### config.mk
export PLATFORM = sky130hd
export DESIGN_NAME = fsbe_exec
export DESIGN_NICKNAME = d
export VERILOG_FILES = /design/src/common/fsbe_pkg.sv /design/src/rtl/fsbe_exec.sv
export VERILOG_INCLUDE_DIRS = /design/src /design/src/common
export SDC_FILE = /design/constraint.sdc
export NUM_CORES = 1
export LEC_CHECK = 0
export BUFFER_PORTS_ARGS = -buffer_cell sky130_fd_sc_hd__buf_2
export CAP_MARGIN = 20
export CORE_AREA = 8 8 362 364
export CTS_CLUSTER_DIAMETER = 60
export CTS_CLUSTER_SIZE = 25
export DETAILED_ROUTE_END_ITERATION = 10
export DIE_AREA = 0 0 370 372
export PLACE_DENSITY = 0.48
export SKIP_CTS_REPAIR_TIMING = 1
export SLEW_MARGIN = 20
export SYNTH_ARGS = -nofsm -noshare
export SYNTH_HDL_FRONTEND = slang
export SYNTH_SLANG_ARGS = --single-unit
export TNS_END_PERCENT = 5
### constraint.sdc
create_clock -name clock -period 21.6 [get_ports clock]
set_clock_uncertainty 0.1 [all_clocks]
set_input_delay 2.16 -clock clock [delete_from_list [all_inputs] [get_ports clock]]
set_output_delay 2.16 -clock clock [all_outputs]
set_load 0.01 [all_outputs]
### src/common/fsbe_map.svh
// Constants for the file-op, skip and branch execution datapath
`ifndef FSBE_MAP_SVH
`define FSBE_MAP_SVH

`define FSBE_FILE_DEPTH 128
`define FSBE_ADDR_W 7
`define FSBE_DATA_W 8
`define FSBE_PC_W 15
`define FSBE_TARGET_W 11
`define FSBE_LATCH_HI 6
`define FSBE_LATCH_LO 3
`define FSBE_DEST_ACCUM 1'b0
`define FSBE_DEST_FILE 1'b1
`define FSBE_BYTE_ZERO 8'h00
`define FSBE_BYTE_ONE 8'h01
`define FSBE_PC_RESET 15'h0000
`define FSBE_PC_STEP 15'h0001

`endif

### src/common/fsbe_pkg.sv
// Types for the file-op, skip and branch execution datapath
package fsbe_pkg;

  typedef enum logic [2:0] {
    nop_op = 3'h0,
    decrement_skip_zero_op = 3'h1,
    increment_skip_zero_op = 3'h2,
    unconditional_branch_op = 3'h3,
    or_literal_accum_op = 3'h4,
    increment_file_op = 3'h5,
    or_accum_file_op = 3'h6,
    call_subroutine_op = 3'h7
  } fsbe_op_type;

  typedef enum logic [0:0] {
    ST_EXEC = 1'h0,
    ST_FLUSH = 1'h1
  } fsbe_state_type;

endpackage

### src/rtl/fsbe_exec.sv
// Execution datapath for file ops with skip, OR ops and branches
`timescale 1ns/1ps
`default_nettype none
`include "fsbe_map.svh"

module fsbe_exec (
  input wire logic clock,
  input wire logic sys_rst,
  input wire logic instrValid,
  input wire fsbe_pkg::fsbe_op_type instrOp,
  input wire logic [`FSBE_ADDR_W-1:0] fileAddr,
  input wire logic destSel,
  input wire logic [`FSBE_DATA_W-1:0] literal,
  input wire logic [`FSBE_TARGET_W-1:0] branchTarget,
  input wire logic [`FSBE_DATA_W-1:0] pc_high_latch,
  output logic [`FSBE_DATA_W-1:0] accum_q,
  output logic zeroFlag_q,
  output logic [`FSBE_PC_W-1:0] pc_q,
  output logic squash_q,
  output logic stackPush_q,
  output logic [`FSBE_PC_W-1:0] stackData_q,
  output logic fileWrEn_q,
  output logic [`FSBE_ADDR_W-1:0] fileWrAddr_q,
  output logic [`FSBE_DATA_W-1:0] fileWrData_q
);
  import fsbe_pkg::*;

  logic [`FSBE_DATA_W-1:0] fileMem [`FSBE_FILE_DEPTH];
  fsbe_state_type state_q;
  fsbe_state_type state_d;
  logic [`FSBE_DATA_W-1:0] fileVal;
  logic [`FSBE_DATA_W-1:0] result;
  logic execNow;
  logic writesResult;
  logic setsZero;
  logic skipHit;
  logic takesBranch;
  logic isCall;
  logic [`FSBE_PC_W-1:0] pcNext;
  logic [`FSBE_PC_W-1:0] branchPc;

  // Wraps modulo 256 by keeping only the byte
  function automatic logic [`FSBE_DATA_W-1:0] stepByte(
    input logic [`FSBE_DATA_W-1:0] value,
    input logic up
  );
    stepByte = up ? value + `FSBE_BYTE_ONE : value - `FSBE_BYTE_ONE;
  endfunction

  function automatic logic isZero(input logic [`FSBE_DATA_W-1:0] value);
    isZero = (value == `FSBE_BYTE_ZERO);
  endfunction

  assign fileVal = fileMem[fileAddr];
  assign execNow = instrValid && (state_q == ST_EXEC);
  assign pcNext = pc_q + `FSBE_PC_STEP;
  assign branchPc = {pc_high_latch[`FSBE_LATCH_HI:`FSBE_LATCH_LO],
                     branchTarget};

  always_comb begin
    result = `FSBE_BYTE_ZERO;
    writesResult = 1'b0;
    setsZero = 1'b0;
    skipHit = 1'b0;
    takesBranch = 1'b0;
    isCall = 1'b0;
    case (instrOp)
      decrement_skip_zero_op: begin
        result = stepByte(fileVal, 1'b0);
        writesResult = 1'b1;
        skipHit = isZero(result);
      end
      increment_skip_zero_op: begin
        result = stepByte(fileVal, 1'b1);
        writesResult = 1'b1;
        skipHit = isZero(result);
      end
      unconditional_branch_op: begin
        takesBranch = 1'b1;
      end
      or_literal_accum_op: begin
        result = accum_q | literal;
        setsZero = 1'b1;
      end
      increment_file_op: begin
        result = stepByte(fileVal, 1'b1);
        writesResult = 1'b1;
        setsZero = 1'b1;
      end
      or_accum_file_op: begin
        result = accum_q | fileVal;
        writesResult = 1'b1;
        setsZero = 1'b1;
      end
      call_subroutine_op: begin
        takesBranch = 1'b1;
        isCall = 1'b1;
      end
      default: begin
        result = `FSBE_BYTE_ZERO;
      end
    endcase
  end

  // Skip and branch turn the next slot into a no-operation
  always_comb begin
    state_d = state_q;
    case (state_q)
      ST_EXEC: begin
        if (execNow && (skipHit || takesBranch)) begin
          state_d = ST_FLUSH;
        end
      end
      ST_FLUSH: begin
        // Idle cycles keep the pending squash
        if (instrValid) begin
          state_d = ST_EXEC;
        end
      end
      default: begin
        state_d = ST_EXEC;
      end
    endcase
  end

  always_ff @(posedge clock) begin
    if (sys_rst) begin
      state_q <= ST_EXEC;
    end else begin
      state_q <= state_d;
    end
  end

  always_ff @(posedge clock) begin
    if (sys_rst) begin
      squash_q <= 1'b0;
    end else begin
      squash_q <= (state_d == ST_FLUSH);
    end
  end

  // Accumulator and zero flag
  always_ff @(posedge clock) begin
    if (sys_rst) begin
      accum_q <= `FSBE_BYTE_ZERO;
      zeroFlag_q <= 1'b0;
    end else if (execNow) begin
      if (instrOp == or_literal_accum_op) begin
        accum_q <= result;
      end else if (writesResult && destSel == `FSBE_DEST_ACCUM) begin
        accum_q <= result;
      end
      if (setsZero) begin
        zeroFlag_q <= isZero(result);
      end
    end
  end

  // File register array and its write report
  // Array contents are not reset
  always_ff @(posedge clock) begin
    if (execNow && writesResult && destSel == `FSBE_DEST_FILE) begin
      fileMem[fileAddr] <= result;
    end
  end

  always_ff @(posedge clock) begin
    if (sys_rst) begin
      fileWrEn_q <= 1'b0;
      fileWrAddr_q <= '0;
      fileWrData_q <= `FSBE_BYTE_ZERO;
    end else begin
      fileWrEn_q <= execNow && writesResult && destSel == `FSBE_DEST_FILE;
      if (execNow && writesResult && destSel == `FSBE_DEST_FILE) begin
        fileWrAddr_q <= fileAddr;
        fileWrData_q <= result;
      end
    end
  end

  // Program counter and return push
  always_ff @(posedge clock) begin
    if (sys_rst) begin
      pc_q <= `FSBE_PC_RESET;
    end else if (instrValid) begin
      // A squashed slot still advances by one
      if (execNow && takesBranch) begin
        pc_q <= branchPc;
      end else begin
        pc_q <= pcNext;
      end
    end
  end

  // Return address is the slot after the call
  always_ff @(posedge clock) begin
    if (sys_rst) begin
      stackPush_q <= 1'b0;
      stackData_q <= `FSBE_PC_RESET;
    end else begin
      stackPush_q <= execNow && isCall;
      if (execNow && isCall) begin
        stackData_q <= pcNext;
      end
    end
  end

endmodule
`default_nettype wire
==> flow_summary.toml, run 1 <==
[final_layout]
nFillCells = 11318
multi_input_gate_area_sq_um = 10800
design.final.nets = 2538
final_cell_count_no_fill = 4223
synthToLayoutAreaGrowth_pct = 13.1
layout-drive-gt1-share_pct = 24.1
register_area_sq_um = 31900

[timing]
rsz0062_at_grt = "false"
final_hold_viol_count = 0
worst_slew_pin_slew_ns = 1.14
setup-tns-final_ns = 0
worst_slew_margin_rel_pct = 23.9
final_max_slew_viol_count = 0
fmax_mhz = 110
finalSetupViolCount = 0
final_period_minus_worst_setup_slack_ns = 9.08
period_share_pct = 42.0

[worst_setup_path]
crit_path_max_incr_delay_ns = 0.85
critical_path_buffer_and_inverter_count = 7
setup.worst_path.class = "in -> reg"
type_of_destination_of_the_critical_path = "register"
cp_slowest_cell = "clkinv_2"
critical_path.max_fanout = 74
worst-r2r-setup-slack_ns = 15.28
cp-start-kind = "primary input"
cp_data_arrival_time_ns = 9.31
cell_chain_critical_path = "buf_8 > buf_4 > buf_4 > mux4_2 > mux4_2 > mux4_2 > mux2i_1 > inv_1 > ha_1 > inv_1 > nor2_1 > o31ai_1 > xnor2_1 > a221oi_2 > clkinv_2 > buf_4"
cp_data_required_time_ns = 21.83
cpLargestDelayFamily = "buffers and inverters"

[outcome]
outcome = "completed"

[clock_tree]
clkSinkCount = 1081
worst_setup_hold_path_clk_slew_ns = 0.07
tritoncts.num_buffers = 92
clk_path_buf_depth = 3
clock-root-buffer = "clkbuf_16"
tritoncts = "built"
insertion_delay_ns = 0.71
cts_htree_levels = 3

[power_and_ir_drop]
power-per-cell-area_nw_per_um2 = 92.6
static-leakage-power_nw = 15.4
power.total_mw = 4.55
peakVddDrop_mv = 0.0523

[synthesis]
synth.distinct_cells = 86
synthArstFlopShare_pct = 0
gate_count_after_technology_mapping = 2416
register_area_share_after_synthesis_pct = 73.4
netlist_area_sq_um = 43500
ys_ff_latch = 1081
synth.yosys.warnings = 0
syn-num-nets = 2462
yosys_most_used_dff = "edfxtp_1"
synth-edff-count = 1024
syn_area_per_cell_sq_um = 18.0

[route]
detail-route-antenna-nets = 0
routed_via_density = 5.55
remaining_drc_errors = 0
firstDrtPassIters = 5
first_iter_violations = 2232
wl_mm = 122
wl_per_cell_um = 28.9
detailroute.via_count = 23422

[hold_path]
worstHoldPathType = "reg -> reg"

[grt]
globalRouteOverflowTotal = 0
grt_start_max_net_pins = 106
grt_pass1_vias = 23611
initial_antenna_violation_count = 7
global_route_wire_length_before_repair_mm = 176
groute.usage.overall_pct = 17.4

[floorplanning]
die_area_sq_um = 138000
die_height_um = 372
design.portCount = 98
placementRows = 130
starting_utilization_of_the_core_area_pct = 34.8
design.core.area_sq_um = 125000
die_x_um = 370

[placement]
io_buffers = 93
place_congestion = 0.797
place_inst = 4047
place.detailed.hpwl_mm = 75.9

[job]
cap_viol_max_count = 0
[cells in the mapped netlist (7+ instances only)]
master        n  area share, %
edfxtp_1   1024             71
nor2_1      230            2.0
mux4_2      193             10
clkbuf_1     85           0.73
nand2_1      76           0.66
buf_2        57           0.66
dfxtp_1      57            2.6
a221oi_1     55            1.1
mux2_2       52            1.3
mux2i_1      46            1.1
a22oi_1      43           0.74
a21oi_1      41           0.47
o21ai_0      37           0.43
a211oi_1     36           0.62
nand3_1      27           0.31
and3_1       19           0.27
xnor2_1      18           0.36
nor3_1       17           0.20
nand2b_1     15           0.22
nor2b_1      15           0.22
inv_1        14           0.12
o22ai_1      14           0.20
a221o_1      13           0.30
a22o_1       13           0.26
buf_1        12           0.10
o2bb2ai_1    10           0.20
buf_6         9           0.23
o22a_1        9           0.18
a31oi_1       8           0.12
a32oi_1       8           0.16
a222oi_1      7           0.16
o211ai_1      7           0.12
o221ai_1      7           0.14
xor2_1        7           0.14
[power breakdown]
| part | internal, mW | switching (mW) |
|---|---|---|
| sequential | 2.37 | 0.00395 |
| combinational | 0.0986 | 0.261 |
| clock | 0.922 | 0.897 |
[path summary, 6_finish.rpt]
check                        from  cells past startpoint              end
setup / recovery      fileAddr[2]                     16   fileMem[51][4]
hold / removal    fileWrAddr_q[6]                      2  fileWrAddr_q[6]
setup reg to reg   fileMem[37][0]                     13   fileMem[51][4]
hold reg to reg   fileWrAddr_q[6]                      2  fileWrAddr_q[6]
[stage by stage]
stage | setup slack [ns] | cell area [sq um] | hold WS [ns] | util [%]
global route | 12.07 | 49100 | 0.386 | 39.3
finish | 12.52 | 49100 | 0.365 | 39.3
floorplan | 11.95 | 43500 | 0.381 | -
CTS | 12.53 | 49100 | 0.365 | 39.3
global placement | 11.97 | 45700 | 0.350 | 36.6
detailed placement | 11.80 | 45700 | 0.354 | 36.6
[tightest hold or removal path, cell delays in order, from the launching register on]
cell	delay (ns)
dfxtp_1	0.31
nand2_1	0.05
a21oi_1	0.06
[area by class of cell]
cell class,count,area share (%)
sequential,1081,64.9
tap,1650,4.20
multi-input combinational,1147,21.9
antenna,1,0.00509
inverter,19,0.176
clock inverter,79,2.17
timing repair buffer,151,1.91
clock buffer,95,4.71
[flip-flops by register name, indices dropped and copies added, names as in the netlist]
register,cells
accum_q,8
fileMem,1024
fileWrAddr_q,7
fileWrData_q,8
fileWrEn_q,1
pc_q,15
squash_q,1
stackData_q,15
stackPush_q,1
zeroFlag_q,1
[layer usage]
metal,global-route usage [%],vias up,wire [um]
met5,0,-,13
met4,5.09,2,3100
met3,4.07,159,9690
met2,27.7,885,56500
met1,23.9,12361,52500
li1,-,10015,-
[cells by family (layout without fill, tap and decap cells)]
group	Yosys count	in the layout	share of synthesized area, %
buffers and inverters	188	344	2.06
adder cells (fa/ha/maj)	5	5	0.144
flip-flops	1081	1081	73.4
other	0	1	0
AND/OR/NAND/NOR	452	452	4.84
AO/OA/AOI/OAI	368	368	6.48
multiplexers	297	297	12.6
XOR/XNOR	25	25	0.504
[placed cells by master (no fill, tap or decap), types with 8 or more instances in the layout]
| cell type | instances |
|---|---|
| a221o_1 | 13 |
| nor2_1 | 226 |
| a22oi_1 | 43 |
| a21oi_1 | 40 |
| nor3_1 | 17 |
| clkbuf_16 | 92 |
| buf_2 | 91 |
| o2bb2ai_1 | 10 |
| a211oi_1 | 36 |
| nand2b_1 | 15 |
| a31oi_1 | 8 |
| o22a_1 | 9 |
| mux2_2 | 52 |
| dfxtp_1 | 57 |
| edfxtp_1 | 1024 |
| nand2_1 | 76 |
| a22o_1 | 13 |
| nor2b_1 | 10 |
| inv_8 | 12 |
| clkinv_8 | 21 |
| o22ai_1 | 14 |
| a221oi_1 | 55 |
| xnor2_1 | 18 |
| inv_6 | 17 |
| nand3_1 | 24 |
| mux4_2 | 193 |
| o21ai_0 | 37 |
| a32oi_1 | 8 |
| buf_4 | 56 |
| mux2i_1 | 45 |
| and3_1 | 19 |
Power figures use the tool's default switching activity.
==> inputs of run 2 (changes only) <==
- clock period: 21.6 -> 8.8 ns (I/O delays scaled with it)
==> flow_summary.toml, run 2 (synthesized netlist as in run 1, its figures left out) <==
[power_and_ir_drop]
power-per-cell-area_nw_per_um2 = 224
power.total_mw = 11.0
peakVddDrop_mv = 0.160
static-leakage-power_nw = 15.5

[clock_tree]
tritoncts = "built"
clk_path_buf_depth = 3
worst_setup_hold_path_clk_slew_ns = 0.06
clkSinkCount = 1081
insertion_delay_ns = 0.70
tritoncts.num_buffers = 91
cts_htree_levels = 3
clock-root-buffer = "clkbuf_16"

[hold_path]
worstHoldPathType = "reg -> reg"

[final_layout]
design.final.nets = 2558
largest_reg_flops = 1024
num_antenna_cells = 0
synthToLayoutAreaGrowth_pct = 13.3
max_flop_register = "fileMem"
most_common_library_cell_in_the_layout_ignoring_fill_and_taps = "edfxtp_1"
most-common-layout-cells = "edfxtp_1 (1,024), nor2_1 (226), mux4_2 (193)"
layout-drive-gt1-share_pct = 24.4
largestRegisters = "fileMem x1024, pc_q x15, stackData_q x15"

[worst_setup_path]
reg2reg_path_depth = 11
critical_path.max_fanout = 62
worst_r2r_endpoint = "fileMem[53][4]"
type_of_destination_of_the_critical_path = "register"
cp_slowest_cell = "clkinv_2"
path_common_cell = "mux4_2"
cp_data_required_time_ns = 9.08
cp_data_arrival_time_ns = 6.92
critical_path_buffer_and_inverter_count = 4
cp-start-kind = "primary input"
setup.worst_path.class = "in -> reg"
cell_chain_critical_path = "buf_8 > buf_12 > mux4_2 > mux4_2 > mux4_2 > mux2i_1 > ha_1 > nand2_1 > nor4_1 > xnor2_1 > a221oi_2 > clkinv_2 > buf_12"
worst_r2r_startpoint = "fileMem[36][0]"
critPathLaunch = "fileAddr[0]"
worst_setup_path_endpoint = "fileMem[53][4]"
cpLargestDelayFamily = "buffers and inverters"
worst-r2r-setup-slack_ns = 2.96
worstSetupPathDepth = 13
crit_path_max_incr_delay_ns = 0.81

[route]
remaining_drc_errors = 0
wl_mm = 124
detailroute.wirelength.met2_mm = 57.6
detail-route-antenna-nets = 0
detail_route.wirelength.met1_mm = 54.0
detailroute.via_count = 23712
wl_per_cell_um = 29.4
routed_via_density = 5.60
met3RoutedLength_mm = 9.62
top_signal_layer_used = "met4"
firstDrtPassIters = 6
first_iter_violations = 2521

[placement]
place_congestion = 0.815
place.detailed.hpwl_mm = 78.3
io_buffers = 93

[grt]
groute.usage.overall_pct = 17.8
grt_start_max_net_pins = 131
initial_antenna_violation_count = 7
globalRouteOverflowTotal = 0
grt_pass1_vias = 23942
global_route_wire_length_before_repair_mm = 179

[floorplanning]
die_x_um = 370
starting_utilization_of_the_core_area_pct = 34.8
placementRows = 130
design.portCount = 98
design.core.area_sq_um = 125000
die_area_sq_um = 138000
die_height_um = 372

[timing]
final_max_slew_viol_count = 0
rsz0062_at_grt = "false"
setup-tns-final_ns = 0
fmax_mhz = 151
period_share_pct = 75.5
finalSetupViolCount = 0
final_period_minus_worst_setup_slack_ns = 6.64
worst_slew_pin_slew_ns = 1.12
final_hold_viol_count = 0
worst_slew_margin_rel_pct = 24.8

[job]
cap_viol_max_count = 0

[outcome]
outcome = "completed"
==> run 2: metal layers <==
metal | vias to the layer above | GRT usage [%]
li1 | 10059 | -
met1 | 12591 | 24.7
met2 | 906 | 28.1
met3 | 156 | 3.92
met4 | 0 | 5.28
met5 | - | 0
==> run 2: tightest hold or removal path, stage by stage, from the launching register on <==
cell and delay [ns]:
dfxtp_1 0.31, nand2_1 0.05, a21oi_1 0.05
==> run 2: area by class of cell <==
cell class | count | area [sq um]
inverter | 19 | 86.3
sequential | 1081 | 31900
multi-input combinational | 1147 | 10800
clock buffer | 95 | 2290
timing repair buffer | 172 | 1250
clock inverter | 72 | 877
tap | 1650 | 2060
fill | 11347 | 75700
==> run 2: where the power goes <==
part / leakage, nW / total (mW) / internal [mW] / switching [mW]
clock: 1.54 / 4.31 / 2.16 / 2.15
combinational: 4.16 / 0.919 / 0.267 / 0.651
sequential: 9.79 / 5.82 / 5.81 / 0.00965
total: 15.5 / 11.0 / 8.24 / 2.81
==> run 2: how the worst min path moves through the flow <==
stage | to | slack (ns) | from | cells after the start
finish | fileWrAddr_q[0] | 0.36 | fileWrAddr_q[0] | 2
floorplan | fileWrAddr_q[0] | 0.38 | fileWrAddr_q[0] | 2
CTS | pc_q[2] | 0.31 | branchTarget[2] | 3
global placement | fileWrAddr_q[0] | 0.34 | fileWrAddr_q[0] | 2
detailed placement | fileWrAddr_q[0] | 0.35 | fileWrAddr_q[0] | 2
global route | pc_q[2] | 0.36 | branchTarget[2] | 3
==> run 2: stage by stage <==
stage               cell area, sq um  util, %  hold WS [ns]  std cells  setup WS, ns
floorplan                      43500        -         0.381       2416         0.428
global placement               46000     36.9         0.345       4067          1.51
detailed placement             46000     36.9         0.352       4067          1.42
CTS                            49200     39.4         0.312       4234          2.15
global route                   49200     39.4         0.361       4236          1.76
finish                         49200     39.4         0.358       4236          2.16
